===== src/hw/isc_consts.svh =====
// Constants for the image sensor control sequencer, both ends
`ifndef ISC_CONSTS_SVH
`define ISC_CONSTS_SVH
`define ISC_WORDS 10
`define ISC_LAST_CFG_WORD 4'h7
`define ISC_FRAME_BITS 4'hC
`define ISC_LOAD_MARK 4'hD
`define ISC_LAST_COL 7'h7F
`define ISC_LAST_PIXEL 14'h3FFF
`define ISC_WORD_EXP_LO 4'h2
`define ISC_WORD_EXP_HI 4'h3
`define ISC_WORD_CAL 4'h4
`define ISC_BIT_CAL 0
`define ISC_WORD_CLAMP 4'h5
`define ISC_BIT_CLAMP_OFF 4
`define ISC_WORD_SCAN 4'h0
`define ISC_BIT_NEG_SCAN 6
`define ISC_RST_RISES 2'h2
`define ISC_SCK_HALF 3'h4
`define ISC_W0_YPROJ 8'h00
`define ISC_W0_RO 8'h80
`define ISC_W1 8'h04
`define ISC_W4_YPROJ 8'hA1
`define ISC_W4_RO_DARK 8'h01
`define ISC_W4_RO_NODARK 8'hA1
`define ISC_W5_YPROJ_DARK 8'h40
`define ISC_W5_YPROJ_NODARK 8'h50
`define ISC_W5_RO_DARK 8'h00
`define ISC_W5_RO_NODARK 8'h10
`define ISC_W6 8'h01
`define ISC_W7 8'h03
`define ISC_EXP_NONE 16'h0000
`endif


===== src/hw/isc_pkg.sv =====
// Types shared by the sensor end and the controller end
package isc_pkg;
  typedef enum logic [4:0] {
    D_IDLE = 5'h01,
    D_PRST = 5'h02,
    D_EXPO = 5'h04,
    D_CAL = 5'h08,
    D_READ = 5'h10
  } dev_state_t;
  typedef enum logic [5:0] {
    C_IDLE = 6'h01,
    C_RST = 6'h02,
    C_CFG = 6'h04,
    C_LOAD = 6'h08,
    C_START = 6'h10,
    C_READ = 6'h20
  } ctl_state_t;
  typedef enum logic [1:0] {
    P_YPROJ_DARK = 2'h0,
    P_YPROJ_NODARK = 2'h1,
    P_RO_DARK = 2'h2,
    P_RO_NODARK = 2'h3
  } preset_t;
endpackage


===== src/hw/sensor_if.sv =====
// Pin-level link between sensor and camera controller
`timescale 1ns/100ps
interface sensor_if;
  logic sensor_clock;
  logic logic_reset_n;
  logic ser_data;
  logic load;
  logic start;
  logic read_timing;
  logic [7:0] pixel;
  modport dev (
    input sensor_clock,
    input logic_reset_n,
    input ser_data,
    input load,
    input start,
    output read_timing,
    output pixel
  );
  modport ctl (
    output sensor_clock,
    output logic_reset_n,
    output ser_data,
    output load,
    output start,
    input read_timing,
    input pixel
  );
endinterface


===== src/hw/camera_controller.sv =====
// Controller end: sensor clock, reset, preset config shift-in, capture
`timescale 1ns/100ps
`include "isc_consts.svh"
module camera_controller (
  // System
  input wire logic clk_sys_i,
  input wire logic rst_i,
  input wire logic ce_i,
  // Link
  sensor_if.ctl link,
  // Capture request
  input wire logic go_i,
  input wire logic [1:0] preset_i,
  input wire logic [15:0] exposure_i,
  // Capture results
  output logic busy_o,
  output logic [7:0] pixel_o,
  output logic pixel_valid_o,
  output logic frame_done_o
);
  logic [2:0] div_r;
  logic sck_r;
  logic rst_n_r;
  logic sdata_r;
  logic load_r;
  logic start_r;
  isc_pkg::ctl_state_t state_r;
  isc_pkg::preset_t preset_r;
  logic [15:0] exp_r;
  logic [3:0] word_r;
  logic [3:0] bit_r;
  logic [1:0] rst_cnt_r;
  logic [13:0] pix_cnt_r;
  logic [7:0] pixel_r;
  logic valid_r;
  logic done_r;
  logic busy_r;

  function automatic logic [7:0] preset_word(input isc_pkg::preset_t p, input logic [3:0] idx,
                                             input logic [15:0] exp);
    logic ro;
    ro = (p == isc_pkg::P_RO_DARK) || (p == isc_pkg::P_RO_NODARK);
    preset_word = 8'h00;
    unique case (idx)
      4'h0: preset_word = ro ? `ISC_W0_RO : `ISC_W0_YPROJ;
      4'h1: preset_word = `ISC_W1;
      4'h2: preset_word = ro ? 8'(`ISC_EXP_NONE) : exp[7:0];
      4'h3: preset_word = ro ? 8'(`ISC_EXP_NONE >> 8) : exp[15:8];
      4'h4:
      begin
        unique case (p)
          isc_pkg::P_RO_DARK: preset_word = `ISC_W4_RO_DARK;
          isc_pkg::P_RO_NODARK: preset_word = `ISC_W4_RO_NODARK;
          default: preset_word = `ISC_W4_YPROJ;
        endcase
      end
      4'h5:
      begin
        unique case (p)
          isc_pkg::P_YPROJ_DARK: preset_word = `ISC_W5_YPROJ_DARK;
          isc_pkg::P_YPROJ_NODARK: preset_word = `ISC_W5_YPROJ_NODARK;
          isc_pkg::P_RO_DARK: preset_word = `ISC_W5_RO_DARK;
          default: preset_word = `ISC_W5_RO_NODARK;
        endcase
      end
      4'h6: preset_word = `ISC_W6;
      4'h7: preset_word = `ISC_W7;
      default: preset_word = 8'h00;
    endcase
  endfunction

  // Divider: sensor clock is this end's own, no second domain
  wire tick = (div_r == `ISC_SCK_HALF - 3'h1);
  wire rise_ev = tick & ~sck_r;
  wire fall_ev = tick & sck_r;
  wire [11:0] frame = {word_r, preset_word(preset_r, word_r, exp_r)};
  wire frame_bit = frame[4'hB - bit_r];

  always_ff @(posedge clk_sys_i)
  begin
    if (rst_i)
    begin
      div_r <= 3'h0;
      sck_r <= 1'b0;
    end
    else if (ce_i)
    begin
      div_r <= tick ? 3'h0 : div_r + 3'h1;
      if (tick)
        sck_r <= ~sck_r;
    end
  end

  always_ff @(posedge clk_sys_i)
  begin
    if (rst_i)
    begin
      state_r <= isc_pkg::C_IDLE;
      preset_r <= isc_pkg::P_YPROJ_DARK;
      exp_r <= 16'h0000;
      rst_n_r <= 1'b1;
      sdata_r <= 1'b0;
      load_r <= 1'b0;
      start_r <= 1'b0;
      word_r <= 4'h0;
      bit_r <= 4'h0;
      rst_cnt_r <= 2'h0;
      pix_cnt_r <= 14'h0000;
      pixel_r <= 8'h00;
      valid_r <= 1'b0;
      done_r <= 1'b0;
      busy_r <= 1'b0;
    end
    else if (ce_i)
    begin
      valid_r <= 1'b0;
      done_r <= 1'b0;
      busy_r <= (state_r != isc_pkg::C_IDLE);
      unique case (state_r)
        isc_pkg::C_IDLE:
          if (go_i && fall_ev)
          begin
            preset_r <= isc_pkg::preset_t'(preset_i);
            exp_r <= exposure_i;
            rst_n_r <= 1'b0;
            rst_cnt_r <= 2'h0;
            word_r <= 4'h0;
            bit_r <= 4'h0;
            state_r <= isc_pkg::C_RST;
          end
        isc_pkg::C_RST:
        begin
          if (rise_ev)
            rst_cnt_r <= rst_cnt_r + 2'h1;
          if (fall_ev && rst_cnt_r == `ISC_RST_RISES)
          begin
            rst_n_r <= 1'b1;
            state_r <= isc_pkg::C_CFG;
          end
        end
        isc_pkg::C_CFG:
          // data changes on fall, sampled on rise
          if (fall_ev)
          begin
            if (bit_r == `ISC_FRAME_BITS)
            begin
              sdata_r <= 1'b0;
              load_r <= 1'b1;
              state_r <= isc_pkg::C_LOAD;
            end
            else
            begin
              sdata_r <= frame_bit;
              bit_r <= bit_r + 4'h1;
            end
          end
        isc_pkg::C_LOAD:
        begin
          if (fall_ev)
            bit_r <= `ISC_LOAD_MARK;
          if (rise_ev && bit_r == `ISC_LOAD_MARK)
          begin
            load_r <= 1'b0;
            bit_r <= 4'h0;
            word_r <= word_r + 4'h1;
            state_r <= (word_r == `ISC_LAST_CFG_WORD) ? isc_pkg::C_START : isc_pkg::C_CFG;
          end
        end
        isc_pkg::C_START:
          if (fall_ev)
          begin
            start_r <= ~start_r;
            if (start_r)
              state_r <= isc_pkg::C_READ;
          end
        isc_pkg::C_READ:
          if (fall_ev && link.read_timing)
          begin
            pixel_r <= link.pixel;
            valid_r <= 1'b1;
            pix_cnt_r <= pix_cnt_r + 14'h0001;
            if (pix_cnt_r == `ISC_LAST_PIXEL)
            begin
              done_r <= 1'b1;
              state_r <= isc_pkg::C_IDLE;
            end
          end
      endcase
    end
  end

  assign link.sensor_clock = sck_r;
  assign link.logic_reset_n = rst_n_r;
  assign link.ser_data = sdata_r;
  assign link.load = load_r;
  assign link.start = start_r;
  assign busy_o = busy_r;
  assign pixel_o = pixel_r;
  assign pixel_valid_o = valid_r;
  assign frame_done_o = done_r;
endmodule


===== src/flat_wrapper.sv =====
// flat-port wrapper written by rule: the top's interface ports become plain ports
module camera_controller_flat 
  (clk_sys_i, rst_i, ce_i, go_i, preset_i, exposure_i, busy_o, pixel_o, pixel_valid_o, frame_done_o, link_sensor_clock, link_logic_reset_n, link_ser_data, link_load, link_start, link_read_timing, link_pixel);
  sensor_if link_i ();
  input wire logic clk_sys_i;
  input wire logic rst_i;
  input wire logic ce_i;
  input wire logic go_i;
  input wire logic [1:0] preset_i;
  input wire logic [15:0] exposure_i;
  output logic busy_o;
  output logic [7:0] pixel_o;
  output logic pixel_valid_o;
  output logic frame_done_o;
  output wire logic [$bits(link_i.sensor_clock)-1:0] link_sensor_clock;
  output wire logic [$bits(link_i.logic_reset_n)-1:0] link_logic_reset_n;
  output wire logic [$bits(link_i.ser_data)-1:0] link_ser_data;
  output wire logic [$bits(link_i.load)-1:0] link_load;
  output wire logic [$bits(link_i.start)-1:0] link_start;
  input wire logic [$bits(link_i.read_timing)-1:0] link_read_timing;
  input wire logic [$bits(link_i.pixel)-1:0] link_pixel;
  assign link_sensor_clock = link_i.sensor_clock;
  assign link_logic_reset_n = link_i.logic_reset_n;
  assign link_ser_data = link_i.ser_data;
  assign link_load = link_i.load;
  assign link_start = link_i.start;
  assign link_i.read_timing = link_read_timing;
  assign link_i.pixel = link_pixel;
  camera_controller u_core (.clk_sys_i(clk_sys_i), .rst_i(rst_i), .ce_i(ce_i), .link(link_i), .go_i(go_i), .preset_i(preset_i), .exposure_i(exposure_i), .busy_o(busy_o), .pixel_o(pixel_o), .pixel_valid_o(pixel_valid_o), .frame_done_o(frame_done_o));
endmodule

===== config.mk =====
export PLATFORM = sky130hd
export DESIGN_NAME = camera_controller_flat
export DESIGN_NICKNAME = d
export VERILOG_FILES = /design/src/hw/isc_pkg.sv /design/src/hw/sensor_if.sv /design/src/hw/camera_controller.sv /design/src/flat_wrapper.sv
export VERILOG_INCLUDE_DIRS = /design/src /design/src/hw
export SDC_FILE = /design/constraint.sdc
export NUM_CORES = 1
export LEC_CHECK = 0
export BUFFER_PORTS_ARGS = -buffer_cell sky130_fd_sc_hd__buf_4
export CORE_MARGIN = 5
export CORE_UTILIZATION = 45
export DETAILED_ROUTE_END_ITERATION = 10
export GPL_TIMING_DRIVEN = 0
export PLACE_DENSITY = 0.63
export SYNTH_ARGS = -nofsm -noshare
export SYNTH_HDL_FRONTEND = slang
export SYNTH_SLANG_ARGS = --single-unit

===== constraint.sdc =====
create_clock -name clk_sys_i -period 5.95 [get_ports clk_sys_i]
set_input_delay 0.8925 -clock clk_sys_i [delete_from_list [all_inputs] [get_ports clk_sys_i]]
set_output_delay 0.8925 -clock clk_sys_i [all_outputs]
set_load 0.02 [all_outputs]

# --- Word-level counts from Yosys, hierarchy flattened ---
# Index checks and enable logic that the tools add are counted.
# W data, S select, Z words.
totals:
  ff_bits: 67
  inputBits: 31
  out_inout_bits: 16
classes:
  n_addsub: 6
  order_cmp: 1
  n_eq_ne: 34
  n_mux: 44
  bitwise_logic: 4
  reduce_logical: 22
ops:
  columns: ["op", "n"]
  rows:
  - ["$pmux W8 S8", 1]
  - ["$mux W6", 9]
  - ["$pmux W6 S6", 1]
  - ["$mux W8", 4]
  - ["$mux W4", 6]
  - ["$pmux W7 S3", 1]
  - ["$ne A2 B1 Y1 const B", 10]
  - ["$eq A4 B3 Y1 const B", 4]
  - ["$add A14 B1 Y14 const B", 1]
  - ["$eq A14 B14 Y1 const B", 1]
  - ["$mux W1", 12]
  - ["$pmux W4 S3", 1]
  - ["$reduce_and A3 Y1", 4]
  - ["$reduce_and A4 Y1", 3]
  - ["$reduce_and A10 Y1", 1]
  - ["$add A4 B1 Y4 const B", 2]
  - ["$eq A4 B2 Y1 const B", 2]
  - ["$eq A4 B4 Y1 const B", 2]
  - ["$pmux W4 S2", 1]
  - ["$eq A2 B2 Y1 const B", 3]
  - ["$eq A6 B1 Y1 const B", 1]
  - ["$eq A6 B2 Y1 const B", 1]
  - ["$eq A6 B3 Y1 const B", 1]
  - ["$eq A6 B4 Y1 const B", 1]
  - ["29 further kinds", 38]

# --- Logic depth before layout (Yosys ltp) ---
logic_depth:
  depth_word: 7
  depth_mapped: 8
  ltp_nobuf: 7

# --- Least setup slack after synthesis ---
# No wires, ideal clock.
synth_timing:
  path_type: "input to register"
  from: "in ce_i"
  to: "reg u_core.pix_cnt_r[11]"
  arrival_time_ps: 1967
  required_time_ps: 5822
  slack_ps: 3856
  cell_stages: 6
  cell_sequence: "and4b_1 nand4_1 clkbuf_1 nor4_1 xnor2_1 nor2_1"
synth_between:
  elab_chain_len: 1
synth_lines:
  columns: ["element", "line_no", "source"]
  rows:
  - ["from (decl)", "flat_wrapper.sv:7", "input wire logic ce_i;"]
  - ["$reduce_and A3 Y1 (no line)", null, null]
  - ["to (signal assigned)", "camera_controller.sv:181", "pix_cnt_r <= pix_cnt_r + 14'h0001;"]
  - ["to (decl)", "camera_controller.sv:33", "logic [13:0] pix_cnt_r;"]
# No other way between the ends.
# A chain may end at the register's enable or synchronous reset.

# --- Final worst setup path ---
layout_timing:
  from: "reg u_core.bit_r[0]"
  to: "reg u_core.state_r[1]"
layout_between:
  elab_chain_len: 4
  elab_cells_between_ends: 6
layout_lines:
  columns: ["element", "line_no", "source"]
  rows:
  - ["from (decl)", "camera_controller.sv:31", "logic [3:0] bit_r;"]
  - ["from (signal assigned)", "camera_controller.sv:154", "bit_r <= bit_r + 4'h1;"]
  - ["from (signal assigned)", "camera_controller.sv:160", "bit_r <= `ISC_LOAD_MARK;"]
  - ["$eq A4 B4 Y1 (no line)", null, null]
  - ["$logic_and A1 B1 Y1 (no line)", null, null]
  - ["$ne A2 B1 Y1 (no line)", null, null]
  - ["$reduce_and A10 Y1 (no line) *", null, null]
  - ["to (signal assigned)", "camera_controller.sv:98", "state_r <= isc_pkg::C_IDLE;"]
  - ["to (signal assigned)", "camera_controller.sv:129", "state_r <= isc_pkg::C_RST;"]
  - ["to (signal assigned)", "camera_controller.sv:138", "state_r <= isc_pkg::C_CFG;"]
  - ["to (decl)", "camera_controller.sv:27", "isc_pkg::ctl_state_t state_r;"]
# Mark *: on every way between the ends. The rest lies on a longest branch, timed or not.

==> impl_metrics.csv <==
group,metric,value,unit
placed_design,gp_congestion,0.876,
floorplanning,die_h,97.9,um
clock_tree,h-tree-depth,3,
synth,synthesis.nets,461,
power,p_per_area,284,nW/um^2
outcome,status,"finished, final reports clean",
power,p_leak,0.00146,uW
critical_path,end_kind,"flip-flop",
global_routing,grt_first_pass_wirelength,15400,um
critical_path,crit_type,"flip-flop to flip-flop",
clock_tree,clk_pin_slew,0.09,ns
synth,synth_seq_cells,67,
clock_tree,numCtsBuffers,9,
critical_path,cp.required,6.20,ns
route,routed-via-count,3324,
floorplanning,core,7610,um^2
sta,maxSlewViolCount,0,
final_layout,drive_gt1_share,17.7,%
clock_tree,post_cts_resized,0,
placed_design,dpl.hpwl,6760,um
clock_tree,tritoncts,"done",
route,drt-initial-drc-count,185,
worst_hold_path,hold_class,"flip-flop to flip-flop",
route,via_per_inst,5.70,
placed_design,port_buffers,46,
global_routing,grt_pass1_vias,3168,
route,first_pass_iters,4,
worst_hold_path,holdCritStartpoint,"u_core.pixel_o[2]",
critical_path,r2r_start,"u_core.bit_r[0]",
sta,period_share,40.4,%
sta,slew_headroom,56.6,%
sta,tns,0,ns
sta,skew,0.0149,ns
global_routing,antenna_found_initial,0,
clock_tree,clk_latency,0.36,ns
global_routing,grt_max_degree,14,
floorplanning,die_w,97.9,um
clock_tree,cts_buffer_depth,2,
critical_path,cp-start-kind,"flip-flop",
route,route.detailed.drc,0,
global_routing,grt_overflow,0,
final_layout,nets,518,
clock_tree,cts-root-buf,"clkbuf_8",
synth,synthArstFlopShare,0,%
synth,ys_seq_area_share,38.6,%
floorplanning,initial_core_util,45.7,%
clock_tree,numClockSinks,67,
final_layout,final_cell_mix,"78 x nand2_1, 67 x dfxtp_1, 46 x buf_4",
sta,hold_viol,0,
synth,netlist_area,3470,um^2
synth,synth_area_per_cell,8.29,um^2
synth,synth_edf_count,0,
final_layout,layout_commonest_cell,"nand2_1",
clock_tree,cts_hold_buf,0,
synth,ys.flop_type,"dfxtp_1",
floorplanning,row_count,32,
synth,ys_types,65,
final_layout,layout.area.seq,1340,um^2
critical_path,setup.worst_path.start,"u_core.bit_r[0]",
final_layout,antenna_cells,0,
route,finalWirelength,9230,um
final_layout,fill_cells,720,
route,postRouteAntennaNets,0,
floorplanning,ios,47,
power,ir_drop,136,uV
synth,synthCells,419,
sta,setup_violations,0,
sta,hold_slack,0.454,ns
sta,fmax,416,MHz
sta,grt_setup_unrepaired,"false",
final_layout,multi_input_area,2000,um^2
floorplanning,dieArea,9580,um^2
final_layout,syn2layout_area_growth,20.0,%
critical_path,arrival,2.66,ns
synth,yosysWarnings,0,
sta,layout_min_cycle_time,2.41,ns
clock_tree,cts_setup_buffers,0,
global_routing,grt_usage,19.7,%
route,avgRoutedWirePerCell,15.8,um
critical_path,cp_max_fo,9,
sta,worst_pin_slew,0.647,ns
job,maxCapViolCount,0,
## report_power, final
part	total, uW	switching [uW]	internal, uW
logic	264	155	108
clock network	436	194	241
registers	486	23.6	462
total	1190	373	812
## final cells by class
class	instances	share of cell area (%)
tap	102	3.06
sequential	67	32.2
timing repair buffer	46	8.28
clock inverter	6	2.28
multi-input combinational	319	48.1
clock buffer	10	3.06
buffer	20	1.89
inverter	13	1.17
## cells by family after synthesis
group / after synthesis / share of synthesized area (%)
XOR/XNOR: 16 / 4.03
adder cells (fa/ha/maj): 11 / 3.96
buffers and inverters: 33 / 3.67
flip-flops: 67 / 38.6
AND/OR/NAND/NOR: 194 / 28.2
multiplexers: 5 / 1.80
AO/OA/AOI/OAI: 93 / 19.7
## worst paths after layout
check	to	slack, ns	cells after the start
worst min register to register	u_core.pixel_o[2]	0.45	2
worst max register to register	u_core.state_r[1]	3.54	8
worst min-delay path	u_core.pixel_o[2]	0.45	2
worst max-delay path	u_core.state_r[1]	3.54	8
## sequential cells by signal, indices dropped and copies added (netlist names)
register                   count
u_core.frame_done_o            1
u_core.link.load               1
u_core.preset_r                2
u_core.link.sensor_clock       1
u_core.word_r                  4
u_core.pix_cnt_r              14
u_core.pixel_o                 8
u_core.pixel_valid_o           1
u_core.link.ser_data           1
u_core.link.logic_reset_n      1
u_core.state_r                 6
u_core.bit_r                   4
u_core.busy_o                  1
u_core.rst_cnt_r               2
u_core.link.start              1
u_core.div_r                   3
u_core.exp_r                  16
## metrics by stage
step	utilization, %	total power (uW)	setup WS (ns)	instance area, um^2	instances
3_5_place_dp	51.9	754	3.42	3950	567
2_1_floorplan	-	682	3.86	3470	419
6_report	54.8	1190	3.54	4170	583
5_1_grt	54.8	1240	3.39	4170	583
4_1_cts	54.8	1190	3.57	4170	583
3_3_place_gp	51.9	753	3.42	3950	567
## critical path, stage by stage (launching register included)
cell and delay (ns):
dfxtp_1 0.33, clkbuf_1 0.24, inv_1 0.24, ha_1 0.20
nand2_1 0.09, o211ai_1 0.38, o2111ai_4 0.25, or2_4 0.33
o32ai_1 0.25
## synthesized netlist by cell type, types with 5 or more instances
library cell | number | share of area, %
nand2_1 | 78 | 8.4
dfxtp_1 | 67 | 39
a21oi_1 | 40 | 5.8
nor2_1 | 30 | 3.2
clkbuf_1 | 17 | 1.8
inv_1 | 13 | 1.4
nand3_1 | 13 | 1.9
ha_1 | 11 | 4.0
nor3_1 | 11 | 1.6
xnor2_1 | 11 | 2.8
nand4_1 | 10 | 1.8
nor4_1 | 9 | 1.6
nand2b_1 | 7 | 1.3
nor2b_1 | 7 | 1.3
a22oi_1 | 5 | 1.1
o21ai_0 | 5 | 0.72
xor2_1 | 5 | 1.3
## layer usage
layer	track usage (%)	up-vias	part of all wire, %
met3	4.14	19	4.6
li1	-	1641	-
met4	8.73	0	2.5
met1	25.8	1571	46
met2	31.2	93	47
met5	0	-	0
Power figures use the tool's default switching activity.
